File: src/tpt_pkg.sv
// Constants for the active-matrix panel timing block: register map,
// field positions, reset values and pixel-period timing counts.
// Assumes a host bus with a 17-bit byte address and 8-bit data.
package tpt_pkg;
	// Register window bounds
	localparam logic [16:0] TPT_WIN_LO = 17'h1FFE0;
	localparam logic [16:0] TPT_WIN_HI = 17'h1FFFF;
	// Register offsets (byte addresses)
	localparam logic [16:0] TPT_OFS_ID = 17'h1FFE0;
	localparam logic [16:0] TPT_OFS_MODE = 17'h1FFE1;
	localparam logic [16:0] TPT_OFS_HDISP = 17'h1FFE4;
	localparam logic [16:0] TPT_OFS_VDISP_LO = 17'h1FFE5;
	localparam logic [16:0] TPT_OFS_VDISP_HI = 17'h1FFE6;
	localparam logic [16:0] TPT_OFS_LSTART = 17'h1FFE7;
	localparam logic [16:0] TPT_OFS_HBLANK = 17'h1FFE8;
	localparam logic [16:0] TPT_OFS_VBLANK1 = 17'h1FFE9;
	localparam logic [16:0] TPT_OFS_VBLANK = 17'h1FFEA;
	// Identification codes, values arbitrary
	localparam logic [5:0] TPT_PRODUCT_CODE = 6'h15;
	localparam logic [1:0] TPT_REVISION_CODE = 2'h2;
	// Mode register bit positions
	localparam int TPT_BIT_PANEL_TYPE = 7;
	localparam int TPT_BIT_DUAL = 6;
	localparam int TPT_BIT_COLOUR = 5;
	localparam int TPT_BIT_LINE_POL = 4;
	localparam int TPT_BIT_FRAME_POL = 3;
	localparam int TPT_BIT_MASK_SHIFT = 2;
	// Reset value of every writable register
	localparam logic [7:0] TPT_REG_RESET = 8'h00;
	// Timing counts in pixel periods
	localparam logic [10:0] TPT_LINE_LOW_PIX = 11'h009;
	localparam logic [10:0] TPT_FRAME_LEAD_PIX = 11'h012;
	localparam logic [10:0] TPT_HB_PART_PIX = 11'h010;
	localparam logic [10:0] TPT_HB_EXTRA_PIX = 11'h020;
	localparam logic [10:0] TPT_PIX_PER_UNIT = 11'h008;
	// Pixel stream shape
	localparam int TPT_PIX_W = 12;
	localparam int TPT_FIFO_D = 8;
endpackage

File: src/tpt_panel_timing.sv
// Active-matrix panel timing generator with its host register window and
// a small pixel FIFO. Assumes host bus strobes are synchronous to i_clk
// and the pixel clock pin is asynchronous and far slower than i_clk.
//
// Operation
// - Active lines are vertical display field plus one
// - Vertical blank lines split into two parts
// - First vertical blank part from separate field
// - Active pixels are eight times field plus eight
// - Horizontal blank is eight times field plus 32
// - First horizontal blank part: eight times start field, plus 16
// - Shift clock mirrors pixel clock in active mode
// - Line pulse active nine pixel periods each line
// - Frame pulse active for two full lines
// - Frame pulse leads line pulse by line minus 18
// - Data strobe active for the horizontal active period
// - Strobe end to line pulse: start field gap
// - Strobe and data change together, stable at fall
// - Strobe starts after second horizontal blank part
// - Decode only with select low inside window
// - Registers clear at reset; reserved bits write zero
// - Mode bit 7 selects active-matrix panel
// - Mode bit 4 sets line pulse polarity on active-matrix panels only
// - Mode bit 3 sets frame pulse polarity on active-matrix panels only
// - Shift clock held low during blank when masked
// - Masking when colour passive or mode bit 2
`timescale 1ns/10ps
`default_nettype none

// Pixel FIFO, flip-flop storage, registered input-side ready
module tpt_pixel_fifo #(
	parameter int W = 12,
	parameter int D = 8
) (
	// Clock, reset, enable
	input wire logic i_clk,
	input wire logic i_rst_n,
	input wire logic i_ce,
	// Filling side
	input wire logic i_in_valid,
	output logic o_in_ready,
	input wire logic [W-1:0] i_in_data,
	// Draining side
	output logic o_out_valid,
	input wire logic i_out_ready,
	output logic [W-1:0] o_out_data
);
	localparam int AW = $clog2(D);
	localparam logic [AW:0] FULL_CNT = (AW+1)'(D);
	localparam logic [AW-1:0] LAST_IDX = (AW)'(D - 1);

	logic [W-1:0] mem_r [D]; // Storage words
	logic [W-1:0] mem_nxt [D];
	logic [AW-1:0] wr_r, wr_nxt; // Write index
	logic [AW-1:0] rd_r, rd_nxt; // Read index
	logic [AW:0] cnt_r, cnt_nxt; // Occupancy
	logic rdy_r, rdy_nxt; // Registered not-full
	logic push, pop;

	assign o_in_ready = rdy_r;
	assign o_out_valid = (cnt_r != '0);
	assign o_out_data = mem_r[rd_r];

	// Next pointers, count and storage
	always_comb begin
		push = i_in_valid && rdy_r;
		pop = i_out_ready && (cnt_r != '0);
		mem_nxt = mem_r;
		wr_nxt = wr_r;
		rd_nxt = rd_r;
		cnt_nxt = cnt_r;
		if (push) begin
			mem_nxt[wr_r] = i_in_data;
			wr_nxt = (wr_r == LAST_IDX) ? '0 : wr_r + 1'b1;
		end
		if (pop) begin
			rd_nxt = (rd_r == LAST_IDX) ? '0 : rd_r + 1'b1;
		end
		// Push and pop together leave the count alone
		if (push && !pop) begin
			cnt_nxt = cnt_r + 1'b1;
		end else if (pop && !push) begin
			cnt_nxt = cnt_r - 1'b1;
		end
		rdy_nxt = (cnt_nxt != FULL_CNT);
	end

	// Register stage; storage needs no reset
	always_ff @(posedge i_clk) begin
		if (!i_rst_n) begin
			wr_r <= '0;
			rd_r <= '0;
			cnt_r <= '0;
			rdy_r <= 1'b0;
		end else if (i_ce) begin
			wr_r <= wr_nxt;
			rd_r <= rd_nxt;
			cnt_r <= cnt_nxt;
			rdy_r <= rdy_nxt;
		end
		if (i_ce) begin
			mem_r <= mem_nxt;
		end
	end
endmodule // tpt_pixel_fifo

module tpt_panel_timing import tpt_pkg::*; (
	// Clock, reset, enable
	input wire logic i_clk,
	input wire logic i_rst_n,
	input wire logic i_ce,
	// Host register bus
	input wire logic i_cs_n,
	input wire logic [16:0] i_host_address_bus,
	input wire logic i_rd_n,
	input wire logic i_we_n,
	input wire logic [7:0] i_host_wdata,
	output logic [7:0] o_host_rdata,
	// Pixel clock pin
	input wire logic i_pixel_clk,
	// Pixel stream in
	input wire logic i_pix_valid,
	input wire logic [TPT_PIX_W-1:0] i_pix_data,
	output logic o_pix_ready,
	// Panel pins
	output logic o_shift_clock_out,
	output logic o_line_pulse,
	output logic o_frame_pulse,
	output logic o_data_valid_strobe,
	output logic [TPT_PIX_W-1:0] o_panel_pixel_data
);
	// Window decode, used by read and write paths
	function automatic logic in_window(input logic cs_n, input logic [16:0] a);
		in_window = !cs_n && (a >= TPT_WIN_LO) && (a <= TPT_WIN_HI);
	endfunction

	// Register state
	logic [7:0] mode_r, mode_nxt; // Panel mode select
	logic [6:0] hdisp_r, hdisp_nxt; // Horizontal display field
	logic [7:0] vdlo_r, vdlo_nxt; // Vertical display low bits
	logic [1:0] vdhi_r, vdhi_nxt; // Vertical display high bits
	logic [4:0] lstart_r, lstart_nxt; // Line-pulse start field
	logic [4:0] hblank_r, hblank_nxt; // Horizontal non-display field
	logic [5:0] vb1_r, vb1_nxt; // First vertical blank part
	logic [5:0] vb_r, vb_nxt; // Total vertical blank
	logic [7:0] rdata_r, rdata_nxt; // Read data
	logic hit;

	// Register write and read decode
	always_comb begin
		mode_nxt = mode_r;
		hdisp_nxt = hdisp_r;
		vdlo_nxt = vdlo_r;
		vdhi_nxt = vdhi_r;
		lstart_nxt = lstart_r;
		hblank_nxt = hblank_r;
		vb1_nxt = vb1_r;
		vb_nxt = vb_r;
		rdata_nxt = 8'h00;
		hit = in_window(i_cs_n, i_host_address_bus);
		// Writes; the identification register has no write path
		if (hit && !i_we_n) begin
			if (i_host_address_bus == TPT_OFS_MODE) begin
				mode_nxt = i_host_wdata;
			end else if (i_host_address_bus == TPT_OFS_HDISP) begin
				hdisp_nxt = i_host_wdata[6:0];
			end else if (i_host_address_bus == TPT_OFS_VDISP_LO) begin
				vdlo_nxt = i_host_wdata;
			end else if (i_host_address_bus == TPT_OFS_VDISP_HI) begin
				vdhi_nxt = i_host_wdata[1:0];
			end else if (i_host_address_bus == TPT_OFS_LSTART) begin
				lstart_nxt = i_host_wdata[4:0];
			end else if (i_host_address_bus == TPT_OFS_HBLANK) begin
				hblank_nxt = i_host_wdata[4:0];
			end else if (i_host_address_bus == TPT_OFS_VBLANK1) begin
				vb1_nxt = i_host_wdata[5:0];
			end else if (i_host_address_bus == TPT_OFS_VBLANK) begin
				vb_nxt = i_host_wdata[5:0];
			end
		end
		// Reads; unused window bytes and unselected reads return zero
		if (hit && !i_rd_n) begin
			if (i_host_address_bus == TPT_OFS_ID) begin
				rdata_nxt = {TPT_PRODUCT_CODE, TPT_REVISION_CODE};
			end else if (i_host_address_bus == TPT_OFS_MODE) begin
				rdata_nxt = mode_r;
			end else if (i_host_address_bus == TPT_OFS_HDISP) begin
				rdata_nxt = {1'b0, hdisp_r};
			end else if (i_host_address_bus == TPT_OFS_VDISP_LO) begin
				rdata_nxt = vdlo_r;
			end else if (i_host_address_bus == TPT_OFS_VDISP_HI) begin
				rdata_nxt = {6'h00, vdhi_r};
			end else if (i_host_address_bus == TPT_OFS_LSTART) begin
				rdata_nxt = {3'h0, lstart_r};
			end else if (i_host_address_bus == TPT_OFS_HBLANK) begin
				rdata_nxt = {3'h0, hblank_r};
			end else if (i_host_address_bus == TPT_OFS_VBLANK1) begin
				rdata_nxt = {2'h0, vb1_r};
			end else if (i_host_address_bus == TPT_OFS_VBLANK) begin
				rdata_nxt = {2'h0, vb_r};
			end
		end
	end

	// Register file; everything clears at reset
	always_ff @(posedge i_clk) begin
		if (!i_rst_n) begin
			mode_r <= TPT_REG_RESET;
			hdisp_r <= '0;
			vdlo_r <= TPT_REG_RESET;
			vdhi_r <= '0;
			lstart_r <= '0;
			hblank_r <= '0;
			vb1_r <= '0;
			vb_r <= '0;
			rdata_r <= 8'h00;
		end else if (i_ce) begin
			mode_r <= mode_nxt;
			hdisp_r <= hdisp_nxt;
			vdlo_r <= vdlo_nxt;
			vdhi_r <= vdhi_nxt;
			lstart_r <= lstart_nxt;
			hblank_r <= hblank_nxt;
			vb1_r <= vb1_nxt;
			vb_r <= vb_nxt;
			rdata_r <= rdata_nxt;
		end
	end

	// Mode decode; colour bit only matters for passive panels, dual bit is not used
	logic tft, line_pol, frame_pol, mask_on;
	assign tft = mode_r[TPT_BIT_PANEL_TYPE];
	assign line_pol = tft && mode_r[TPT_BIT_LINE_POL];
	assign frame_pol = tft && mode_r[TPT_BIT_FRAME_POL];
	assign mask_on = (!tft && mode_r[TPT_BIT_COLOUR]) || mode_r[TPT_BIT_MASK_SHIFT];

	// Derived line and frame geometry in pixel periods and lines
	logic [10:0] horizontal_active_period, hs, he, ltot, vertical_active_lines, vtot, vnd2;
	always_comb begin
		horizontal_active_period = {1'b0, hdisp_r, 3'b000} + TPT_PIX_PER_UNIT;
		// Second blank part; start field above blank field wraps
		hs = {3'b000, 5'(hblank_r - lstart_r), 3'b000} + TPT_HB_PART_PIX;
		he = hs + horizontal_active_period;
		// First part fills the rest: start field times eight plus 16
		ltot = horizontal_active_period + {3'b000, hblank_r, 3'b000} + TPT_HB_EXTRA_PIX;
		vertical_active_lines = {1'b0, vdhi_r, vdlo_r} + 11'h001;
		vtot = vertical_active_lines + {5'h00, vb_r};
		vnd2 = {5'h00, 6'(vb_r - vb1_r)};
	end

	// Pixel clock pin synchroniser and rising-edge finder
	logic pc_m_r, pc_s_r, pc_d_r, pix_tick;
	always_ff @(posedge i_clk) begin
		if (!i_rst_n) begin
			pc_m_r <= 1'b0;
			pc_s_r <= 1'b0;
			pc_d_r <= 1'b0;
		end else if (i_ce) begin
			pc_m_r <= i_pixel_clk;
			pc_s_r <= pc_m_r;
			pc_d_r <= pc_s_r;
		end
	end
	assign pix_tick = pc_s_r && !pc_d_r;

	// Timing state
	logic [10:0] h_r, h_nxt; // Pixel within line, 0 at line pulse start
	logic [10:0] v_r, v_nxt; // Line within frame, 0 at frame reference
	logic line_act_r, line_act_nxt;
	logic frame_act_r, frame_act_nxt;
	logic dv_r, dv_nxt;
	logic [TPT_PIX_W-1:0] dat_r, dat_nxt;
	logic shift_r, shift_nxt, lp_out_r, lp_out_nxt, fp_out_r, fp_out_nxt;
	logic fifo_valid, fifo_pop;
	logic [TPT_PIX_W-1:0] fifo_data;

	// Counters and line, frame and strobe levels advance on the pixel clock rise; shift follows the pin
	always_comb begin
		h_nxt = h_r;
		v_nxt = v_r;
		line_act_nxt = line_act_r;
		frame_act_nxt = frame_act_r;
		dv_nxt = dv_r;
		dat_nxt = dat_r;
		fifo_pop = 1'b0;
		if (pix_tick) begin
			// Wrap with >= so a shortened line never runs away
			if (h_r >= ltot - 11'h001) begin
				h_nxt = '0;
				v_nxt = (v_r >= vtot - 11'h001) ? '0 : v_r + 11'h001;
			end else begin
				h_nxt = h_r + 11'h001;
			end
			line_act_nxt = (h_nxt < TPT_LINE_LOW_PIX);
			// Two lines long, starting 18 pixels into the line before
			frame_act_nxt = (v_nxt == vtot - 11'h001 && h_nxt >= TPT_FRAME_LEAD_PIX)
				|| (v_nxt == 11'h000)
				|| (v_nxt == 11'h001 && h_nxt < TPT_FRAME_LEAD_PIX);
			// Opens only at its true start, so no short pulse follows reset
			frame_act_nxt = frame_act_nxt && (frame_act_r || v_nxt == vtot - 11'h001);
			dv_nxt = (v_nxt >= vnd2) && (v_nxt < vnd2 + vertical_active_lines)
				&& (h_nxt >= hs) && (h_nxt < he);
			// Data moves with the strobe on the same edge
			fifo_pop = dv_nxt && fifo_valid;
			dat_nxt = fifo_pop ? fifo_data : '0;
		end
		// Masked shift clock stays low through blanking
		shift_nxt = pc_s_r && !(mask_on && !dv_nxt);
		lp_out_nxt = line_pol ? line_act_nxt : !line_act_nxt;
		fp_out_nxt = frame_pol ? frame_act_nxt : !frame_act_nxt;
	end

	// Timing registers; outputs idle at their inactive levels
	always_ff @(posedge i_clk) begin
		if (!i_rst_n) begin
			// Parked at the wrap point so the first tick opens line 0
			h_r <= '1;
			v_r <= '1;
			line_act_r <= 1'b0;
			frame_act_r <= 1'b0;
			dv_r <= 1'b0;
			dat_r <= '0;
			shift_r <= 1'b0;
			lp_out_r <= 1'b1;
			fp_out_r <= 1'b1;
		end else if (i_ce) begin
			h_r <= h_nxt;
			v_r <= v_nxt;
			line_act_r <= line_act_nxt;
			frame_act_r <= frame_act_nxt;
			dv_r <= dv_nxt;
			dat_r <= dat_nxt;
			shift_r <= shift_nxt;
			lp_out_r <= lp_out_nxt;
			fp_out_r <= fp_out_nxt;
		end
	end

	// Pixel FIFO; an empty FIFO during display sends zero pixels
	tpt_pixel_fifo #(
		.W(TPT_PIX_W),
		.D(TPT_FIFO_D)
	) u_fifo (
		.i_clk(i_clk),
		.i_rst_n(i_rst_n),
		.i_ce(i_ce),
		.i_in_valid(i_pix_valid),
		.o_in_ready(o_pix_ready),
		.i_in_data(i_pix_data),
		.o_out_valid(fifo_valid),
		.i_out_ready(fifo_pop),
		.o_out_data(fifo_data)
	);

	assign o_host_rdata = rdata_r;
	assign o_shift_clock_out = shift_r;
	assign o_line_pulse = lp_out_r;
	assign o_frame_pulse = fp_out_r;
	assign o_data_valid_strobe = dv_r;
	assign o_panel_pixel_data = dat_r;

	// Helper counters of pixel periods spent in each pulse
	logic [11:0] dv_cnt_r, lp_cnt_r, fp_cnt_r;
	always_ff @(posedge i_clk) begin
		if (!i_rst_n) begin
			dv_cnt_r <= '0;
			lp_cnt_r <= '0;
			fp_cnt_r <= '0;
		end else if (i_ce && pix_tick) begin
			dv_cnt_r <= dv_r ? dv_cnt_r + 12'h001 : 12'h000;
			lp_cnt_r <= line_act_r ? lp_cnt_r + 12'h001 : 12'h000;
			fp_cnt_r <= frame_act_r ? fp_cnt_r + 12'h001 : 12'h000;
		end
	end
endmodule // tpt_panel_timing

`default_nettype wire

File: config.mk
export PLATFORM = sky130hd
export DESIGN_NAME = tpt_panel_timing
export DESIGN_NICKNAME = d
export VERILOG_FILES = /design/src/tpt_pkg.sv /design/src/tpt_panel_timing.sv
export SDC_FILE = /design/constraint.sdc
export NUM_CORES = 1
export LEC_CHECK = 0
export BUFFER_PORTS_ARGS = -buffer_cell sky130_fd_sc_hd__buf_4
export CORE_MARGIN = 2
export CORE_UTILIZATION = 45
export CTS_BUF_LIST = sky130_fd_sc_hd__clkbuf_8
export CTS_CLUSTER_SIZE = 28
export DETAILED_ROUTE_END_ITERATION = 16
export GPL_ROUTABILITY_DRIVEN = 0
export GPL_TIMING_DRIVEN = 0
export SYNTH_ARGS = -nofsm -noshare
export SYNTH_HDL_FRONTEND = slang
export SYNTH_SLANG_ARGS = --single-unit
File: constraint.sdc
create_clock -name i_clk -period 10.6 [get_ports i_clk]
set_clock_uncertainty 0.15 [all_clocks]
set_input_delay 1.06 -clock i_clk [delete_from_list [all_inputs] [get_ports i_clk]]
set_output_delay 1.06 -clock i_clk [all_outputs]
set_load 0.02 [all_outputs]
# Word level (Yosys, flattened, before mapping)
# Index checks and enable logic that the tools add are counted.
[classes] add_sub_neg=18 order_cmp=14 n_eq_ne=14 muxes=32 n_bitwise=9 n_reduce_logical=50
[ops] cell="equality test 17 bit, second input constant" count=9
[ops] cell="bitwise mux 96 bit" count=1
[ops] cell="two-way mux 11 bit" count=5
[ops] cell="two-way mux 12 bit" count=4
[ops] cell="two-way mux 8 bit" count=5
[ops] cell="binary-select mux 12 bit (select 3 bit)" count=1
[ops] cell="demux 12 bit (select 3 bit)" count=1
[ops] cell="two-way mux 6 bit" count=5
[ops] cell="adder 11 x 1 -> 11 bit, second input constant" count=2
[ops] cell="greater-or-equal comparator 11 bit" count=2
[ops] cell="logical AND 1 bit" count=22
[ops] cell="< comparator 11 bit" count=2
[ops] cell="subtractor 11 x 1 -> 11 bit, second input constant" count=2
[ops] cell="greater-or-equal comparator 17 bit, second input constant" count=1
[ops] cell="<= comparator 17 bit, second input constant" count=1
[ops] cell="adder 10 x 1 -> 11 bit, second input constant" count=1
[ops] cell="adder 10 x 4 -> 11 bit, second input constant" count=1
[ops] cell="adder 11 x 6 -> 11 bit" count=1
[ops] cell="adder 11 x 6 -> 11 bit, second input constant" count=1
[ops] cell="adder 11 x 8 -> 11 bit" count=1
[ops] cell="adder 6 x 11 -> 11 bit" count=1
[ops] cell="adder 9 x 11 -> 11 bit" count=1
[ops] cell="equality test 11 x 1 -> 1 bit, second input constant" count=1
[ops] cell="equality test 11 bit" count=1
[ops] cell="other kinds (33)" count=65
[word_totals] reg_bits=205 in_bits=45

# Depth between registers and ports, before layout
[logic_depth] ltp_word=18 mapped_depth=33

# Cells and area by module
# From an unflattened synthesis, not the netlist that was laid out.
[hier_totals] cells_unflattened=1253 hier_area_um2=12515.8
[modules_own_cells] module="tpt_panel_timing" n_inst=1 cells_each=1025 area_each_um2=8170.3 seq_area_each_um2=1961.9
[modules_own_cells] module="tpt_pixel_fifo" n_inst=1 cells_each=228 area_each_um2=4345.4 seq_area_each_um2=3103.0

# Least setup slack after synthesis
# Ideal clock, no wire load.
[synth_path] kind="register to register" start="register vdlo_r[0]" end="register u_fifo.cnt_r[3]" setup_ps=70 arrival_time_ps=6625 t_required_ps=10380 slack_ps=3755 stages_incl_launch_ff=27 n_path_buf=2 synth_period_minus_slack_ps=6845 path_cell_list="dfxtp_1 > ha_1 > clkbuf_1 > xnor2_1 > xor2_1 > fa_1 > a21o_1 > a21oi_1 > o21bai_1 > a2111o_1 > a21o_1 > nand2_1 > ha_1 > a2111o_1 > nor2_1 > a21boi_4 > buf_2 > o31ai_1 > ha_1 > o21ai_0 > a2111oi_0 > a2111oi_4 > o311a_2 > a21oi_4 > a22oi_2 > or3_1 > a21oi_1"
[synth_via] elab_chain_cells=17 word_cells_on_any_way=21 cone_classes="add/sub (4); order compare (3); mux (6); reduce/logical (8)"
[synth_lines] element="start, declared" line_no="tpt_panel_timing.sv:140" text="logic [7:0] vdlo_r, vdlo_nxt;"
[synth_lines] element="start signal, assigned" line_no="tpt_panel_timing.sv:220" text="vdlo_r <= vdlo_nxt;"
[synth_lines] element="adder 10 x 1 -> 11 bit *" line_no="tpt_panel_timing.sv:246" text="vertical_active_lines = {1'b0, vdhi_r, vdlo_r} + 11'h001;"
[synth_lines] element="adder 11 x 6 -> 11 bit" line_no="tpt_panel_timing.sv:247" text="vtot = vertical_active_lines + {5'h00, vb_r};"
[synth_lines] element="subtractor 11 x 1 -> 11 bit" line_no="tpt_panel_timing.sv:290" text="v_nxt = (v_r >= vtot - 11'h001) ? '0 : v_r + 11'h001;"
[synth_lines] element="greater-or-equal comparator 11 bit" line_no="tpt_panel_timing.sv:290"
[synth_lines] element="two-way mux 11 bit" line_no="tpt_panel_timing.sv:290"
[synth_lines] element="two-way mux 11 bit" line_no="tpt_panel_timing.sv:288" text="if (h_r >= ltot - 11'h001) begin"
[synth_lines] element="two-way mux 11 bit" line_no="tpt_panel_timing.sv:286" text="if (pix_tick) begin"
[synth_lines] element="greater-or-equal comparator 11 x 6 -> 1 bit / < comparator 11 bit (equally long branches)" line_no="tpt_panel_timing.sv:301" text="dv_nxt = (v_nxt >= vnd2) && (v_nxt < vnd2 + vertical_active_lines)"
[synth_lines] element="logical AND 1 bit *" line_no="tpt_panel_timing.sv:301"
[synth_lines] element="logical AND 1 bit * (2 in a row)" line_no="tpt_panel_timing.sv:302" text="&& (h_nxt >= hs) && (h_nxt < he);"
[synth_lines] element="logical AND 1 bit *" line_no="tpt_panel_timing.sv:304" text="fifo_pop = dv_nxt && fifo_valid;"
[synth_lines] element="two-way mux 1 bit *" line_no="tpt_panel_timing.sv:286"
[synth_lines] element="logical AND 1 bit *" line_no="tpt_panel_timing.sv:67" text="pop = i_out_ready && (cnt_r != '0);"
[synth_lines] element="logical AND 1 bit / logical NOT 1 bit (equally long branches)" line_no="tpt_panel_timing.sv:82, tpt_panel_timing.sv:80"
[synth_lines] element="two-way mux 4 bit / logical AND 1 bit (equally long branches)" line_no="tpt_panel_timing.sv:82, tpt_panel_timing.sv:80"
[synth_lines] element="two-way mux 4 bit *" line_no="tpt_panel_timing.sv:80" text="if (push && !pop) begin"
[synth_lines] element="end signal, assigned" line_no="tpt_panel_timing.sv:98" text="cnt_r <= cnt_nxt;"
[synth_lines] element="end, declared" line_no="tpt_panel_timing.sv:56" text="logic [AW:0] cnt_r, cnt_nxt;"
# Every way passes the cells marked *; elsewhere a longest branch is shown, timed or not. The select of a mux whose other input is x is not followed.
# A chain may end at the register's enable or synchronous reset.

# Worst setup path after layout
[layout_path] start="register vdlo_r[0]" end="register dat_r[7], in the netlist o_panel_pixel_data[7]"
[layout_via] elab_chain_cells=13 word_cells_on_any_way=15 cone_classes="add/sub (4); order compare (3); mux (4); reduce/logical (4)"
[layout_lines] element="adder 10 x 1 -> 11 bit *" line_no="tpt_panel_timing.sv:246"
[layout_lines] element="adder 11 x 6 -> 11 bit" line_no="tpt_panel_timing.sv:247"
[layout_lines] element="subtractor 11 x 1 -> 11 bit" line_no="tpt_panel_timing.sv:290"
[layout_lines] element="greater-or-equal comparator 11 bit" line_no="tpt_panel_timing.sv:290"
[layout_lines] element="two-way mux 11 bit" line_no="tpt_panel_timing.sv:290"
[layout_lines] element="two-way mux 11 bit" line_no="tpt_panel_timing.sv:288"
[layout_lines] element="two-way mux 11 bit" line_no="tpt_panel_timing.sv:286"
[layout_lines] element="greater-or-equal comparator 11 x 6 -> 1 bit / < comparator 11 bit (equally long branches)" line_no="tpt_panel_timing.sv:301"
[layout_lines] element="logical AND 1 bit *" line_no="tpt_panel_timing.sv:301"
[layout_lines] element="logical AND 1 bit * (2 in a row)" line_no="tpt_panel_timing.sv:302"
[layout_lines] element="logical AND 1 bit *" line_no="tpt_panel_timing.sv:304"
[layout_lines] element="two-way mux 12 bit *" line_no="tpt_panel_timing.sv:305" text="dat_nxt = fifo_pop ? fifo_data : '0;"
[layout_lines] element="end signal, assigned" line_no="tpt_panel_timing.sv:332" text="dat_r <= dat_nxt;"
[layout_lines] element="end, declared" line_no="tpt_panel_timing.sv:272" text="logic [TPT_PIX_W-1:0] dat_r, dat_nxt;"
# Marked as above.

==> summary.txt <==
Worst hold path
  • Hold Path Class: register to register

Synth
  • Synth area leaders: edfxtp_1 (23%), dfxtp_1 (17%), ha_1 (9.8%)
  • Syn_nets: 1422
  • Mean cell area of the mapped netlist: between 10 and 15 um2
  • Netlist area before placement: 0.0127 mm2
  • Main synth FF type: dfxtp_1
  • FFs w/ async S/R, synth: 0
  • Yosys warning total: 0
  • Top cell type's share of synthesized area: 0.226
  • Distinct cell type count after synthesis: a little under 100
  • Portion of the post-synthesis area used by sequential elements: 0.398
  • Number of enable flip-flop cells after synthesis: 96
  • Largest area contributor in the synthesized netlist: edfxtp_1
  • Gate Count Post-Synth: about 1300
  • Synth Register Bits: 205

Critical path
  • Data arrival at the endpoint of the critical path: roughly 9.0 ns
  • Endpoint of the most critical register-to-register path: o_panel_pixel_data[7]
  • Critical path's top delay family: compound AO/OA/AOI/OAI gates
  • Kind of capture point of the worst setup path: register
  • Endpoint of the most critical setup path: o_panel_pixel_data[7]
  • Required time at the endpoint of the critical path: about 11 ns
  • Worst reg-to-reg setup slack: between 1.5 and 2 ns
  • Worst Reg-to-Reg Cells: 32
  • WS Path Type: register to register
  • Highest fanout seen on the critical path: 10
  • Stages on worst setup path: 32
  • Library cell contributing the largest single delay on the critical path: dfxtp_1
  • Startpoint of the worst register-to-register path: vdlo_r[0]
  • Delay contributed by the slowest stage of the critical path: 0.60 ns
  • CP startpoint kind: register
  • Launch point of the critical path: vdlo_r[0]
  • Number of buffers and inverters on the critical path: 4

Die
  • Die area: around 0.030 mm2
  • Ports placed on the boundary: 70
  • # rows: slightly above 60
  • Core area: ~0.028 mm2
  • Die Height: around 170 um
  • Starting utilization of the core area: 0.457
  • Horizontal die dimension: 172 um

Cells and area
  • Count of inserted antenna diode cells: 0
  • Post-Route Utilization: 0.524
  • Synth-to-layout area growth: 14.6%
  • Share of post-route cells with drive strength above 1: 0.158
  • Number of nets in the layout: 1534
  • Layout filler cell count: 2587

Timing
  • Fin. Hold Viols: 0
  • Measured slew at the worst slew-check pin: about 1.1 ns
  • Post-route setup TNS: 0 ns
  • Timing-limited maximum frequency: roughly 120 MHz
  • Max-Slew Margin vs Limit: 0.254
  • Part of the cycle the worst path needs: 0.817
  • Final slew viol count: 0
  • Setup violations, final: 0
  • Setup repair after global routing missed its margin: false
  • Post-layout min period: roughly 8.7 ns

Global route
  • Number of antenna violations at the first check in global routing: 0
  • Pin count of the biggest net entering global routing: 13
  • Vias in the first global route: between 9000 and 10000
  • Total routing resource utilization after global routing: 0.247
  • Global-route wire length before repair: about 56000 um
  • Final global-route overflow total: 0

Run status
  • Run status: finished, final reports clean

Flow run
  • Max Cap Violations: 0

Clock tree
  • Number of gates resized after cts: 0
  • TritonCTS clock tree: yes
  • Number of buffers added by the clock tree synthesis step: 37
  • Clock sinks: a little over 200
  • Clock input transition at the sequential cells of the worst setup and hold paths: 0.06 ns
  • Number of buffers inserted to repair setup after CTS: 0
  • Hold-fix buffers, CTS: 0
  • Number of levels the H-tree was split into: 2
  • CTS max path bufs: 3
  • Latest clock arrival within the worst-skew pair: between 0.5 and 0.6 ns
  • Master cell of the clock root buffer: clkbuf_8

Route
  • First drt pass iteration count: 7
  • DRT Wirelength: approximately 36000 um
  • Via-per-instance ratio: about 5.8
  • DRC errors left: 0
  • Detailed router's first-iteration violation count: roughly 900
  • Detailed-route wire length per cell: between 20 and 25 um
  • Post-route ant nets: 0
  • Count of vias placed by the detailed router: 10300

Power
  • Total power divided by cell area: about 120 mW/mm2
  • Worst voltage drop across the vdd grid: 0.000110 V
  • Cell leakage power: between 5 and 6 nW

Place
  • Port Buffers: between 60 and 70
  • Detailed Place HPWL: about 27000 um
[sequential cells by signal, indices dropped and copies added, names as in the netlist, 5 cells and up]
name	flops
hdisp_r	7
h_r	11
vdlo_r	8
lstart_r	5
v_r	11
o_panel_pixel_data	12
mode_r	8
o_host_rdata	8
hblank_r	5
vb1_r	6
u_fifo.mem_r	96
vb_r	6
[power breakdown]
part | switching [mW] | leakage (nW) | internal [mW] | total (mW)
clock network | 0.351 | 0.442 | 0.439 | 0.790
logic | 0.0815 | 3.53 | 0.0489 | 0.130
registers | 0.00595 | 1.74 | 0.833 | 0.839
total | 0.438 | 5.72 | 1.32 | 1.76
[cells by family (layout without fill, tap and decap cells)]
family | count (synthesis) | in the layout | share of synthesized area
DFF | 205 | 205 | 0.398
buffers and inverters | 125 | 265 | 0.0408
and+or+nand+nor | 383 | 383 | 0.148
xor gates and xnor gates | 77 | 77 | 0.0529
muxes | 87 | 87 | 0.0935
adders and majority gates | 109 | 109 | 0.110
AOI/OAI and AO/OA | 285 | 285 | 0.157
[synth_stat cells (all sizes together) (7+ instances only)]
library cell and count:
a31oi 9, mux2i 50, a21oi 88, o211ai 16, xnor2 45, nor2b 13, nand2 85, mux4 24
nor2 138, mux2 13, nand3 34, ha 100, nand4 21, a22oi 24, and3 16, a211oi 9
o311ai 10, and2 7, xor2 32, inv 72, a21o 22, clkbuf 36, buf 14, nor4 10
edfxtp 96, dfxtp 109, nor3 21, nand2b 14, o21a 7, o21ai 43
[worst min path at each step]
stage                              to  slack, ns               from  depth (start not counted)
floorplan                 frame_act_r       0.31        frame_act_r                          2
global placement    o_shift_clock_out       0.30  o_shift_clock_out                          2
detailed placement  o_shift_clock_out       0.31  o_shift_clock_out                          2
CTS                 o_shift_clock_out       0.32  o_shift_clock_out                          2
global route        o_shift_clock_out       0.35  o_shift_clock_out                          2
finish              o_shift_clock_out       0.32  o_shift_clock_out                          2
[worst reg2reg max path: cells and delay by family (launching register included)]
| family | cells | cell delay [ns] |
|---|---|---|
| AO/OA/AOI/OAI | 13 | 3.29 |
| AND/OR/NAND/NOR | 8 | 1.30 |
| buffers and inverters | 4 | 1.10 |
| XOR/XNOR | 3 | 1.01 |
| flip-flops | 1 | 0.60 |
| adder cells (fa/ha/maj) | 4 | 1.13 |
[placed cells by master, fill, tap and decap left out, types with 6 or more instances in the layout]
master,instances
nor3_1,16
mux2_2,12
buf_2,10
edfxtp_1,96
nand4_1,20
nand2_1,83
xor2_1,32
a21o_1,22
a21oi_1,82
dfxtp_1,109
a22oi_1,23
fa_1,6
nand2b_1,14
inv_1,82
nor2b_1,13
o211ai_1,15
o311ai_0,9
buf_4,69
clkbuf_8,46
mux4_2,24
xnor2_1,45
o21ai_0,39
clkbuf_1,34
ha_1,100
and3_1,16
a211oi_1,8
a31oi_1,8
o21a_1,7
nand3_1,34
and2_1,6
nor2_1,134
mux2i_1,50
o21bai_1,6
[metrics by stage]
step	power [mW]	instance area [um2]	worst slack, ns	hold slack, ns	cells
after floorplan	0.932	12700	3.75	0.309	1271
after global placement	0.983	13700	2.17	0.301	1716
after detailed placement	0.984	13800	2.10	0.308	1722
after CTS	1.77	14600	2.03	0.317	1789
after global routing	1.82	14600	1.41	0.347	1789
final	1.76	14600	1.94	0.315	1789
[cell type report]
| cell class | instances | area [um2] | area share |
|---|---|---|---|
| Inverter | 73 | 274 | 0.0188 |
| Clock inverter | 22 | 165 | 0.0113 |
| Tap cell | 378 | 473 | 0.0324 |
| Buffer | 52 | 245 | 0.0168 |
| Sequential cell | 205 | 5060 | 0.347 |
| Multi-Input combinational cell | 941 | 7190 | 0.492 |
| Timing Repair Buffer | 73 | 567 | 0.0388 |
| Clock buffer | 45 | 619 | 0.0424 |
[routing by layer]
metal | part of all wire | global-route usage
met1 | 0.49 | 0.363
met2 | 0.43 | 0.379
met3 | 0.057 | 0.0385
met4 | 0.023 | 0.0687
met5 | 0 | 0
Note: power is estimated with default switching activity, not from simulation.
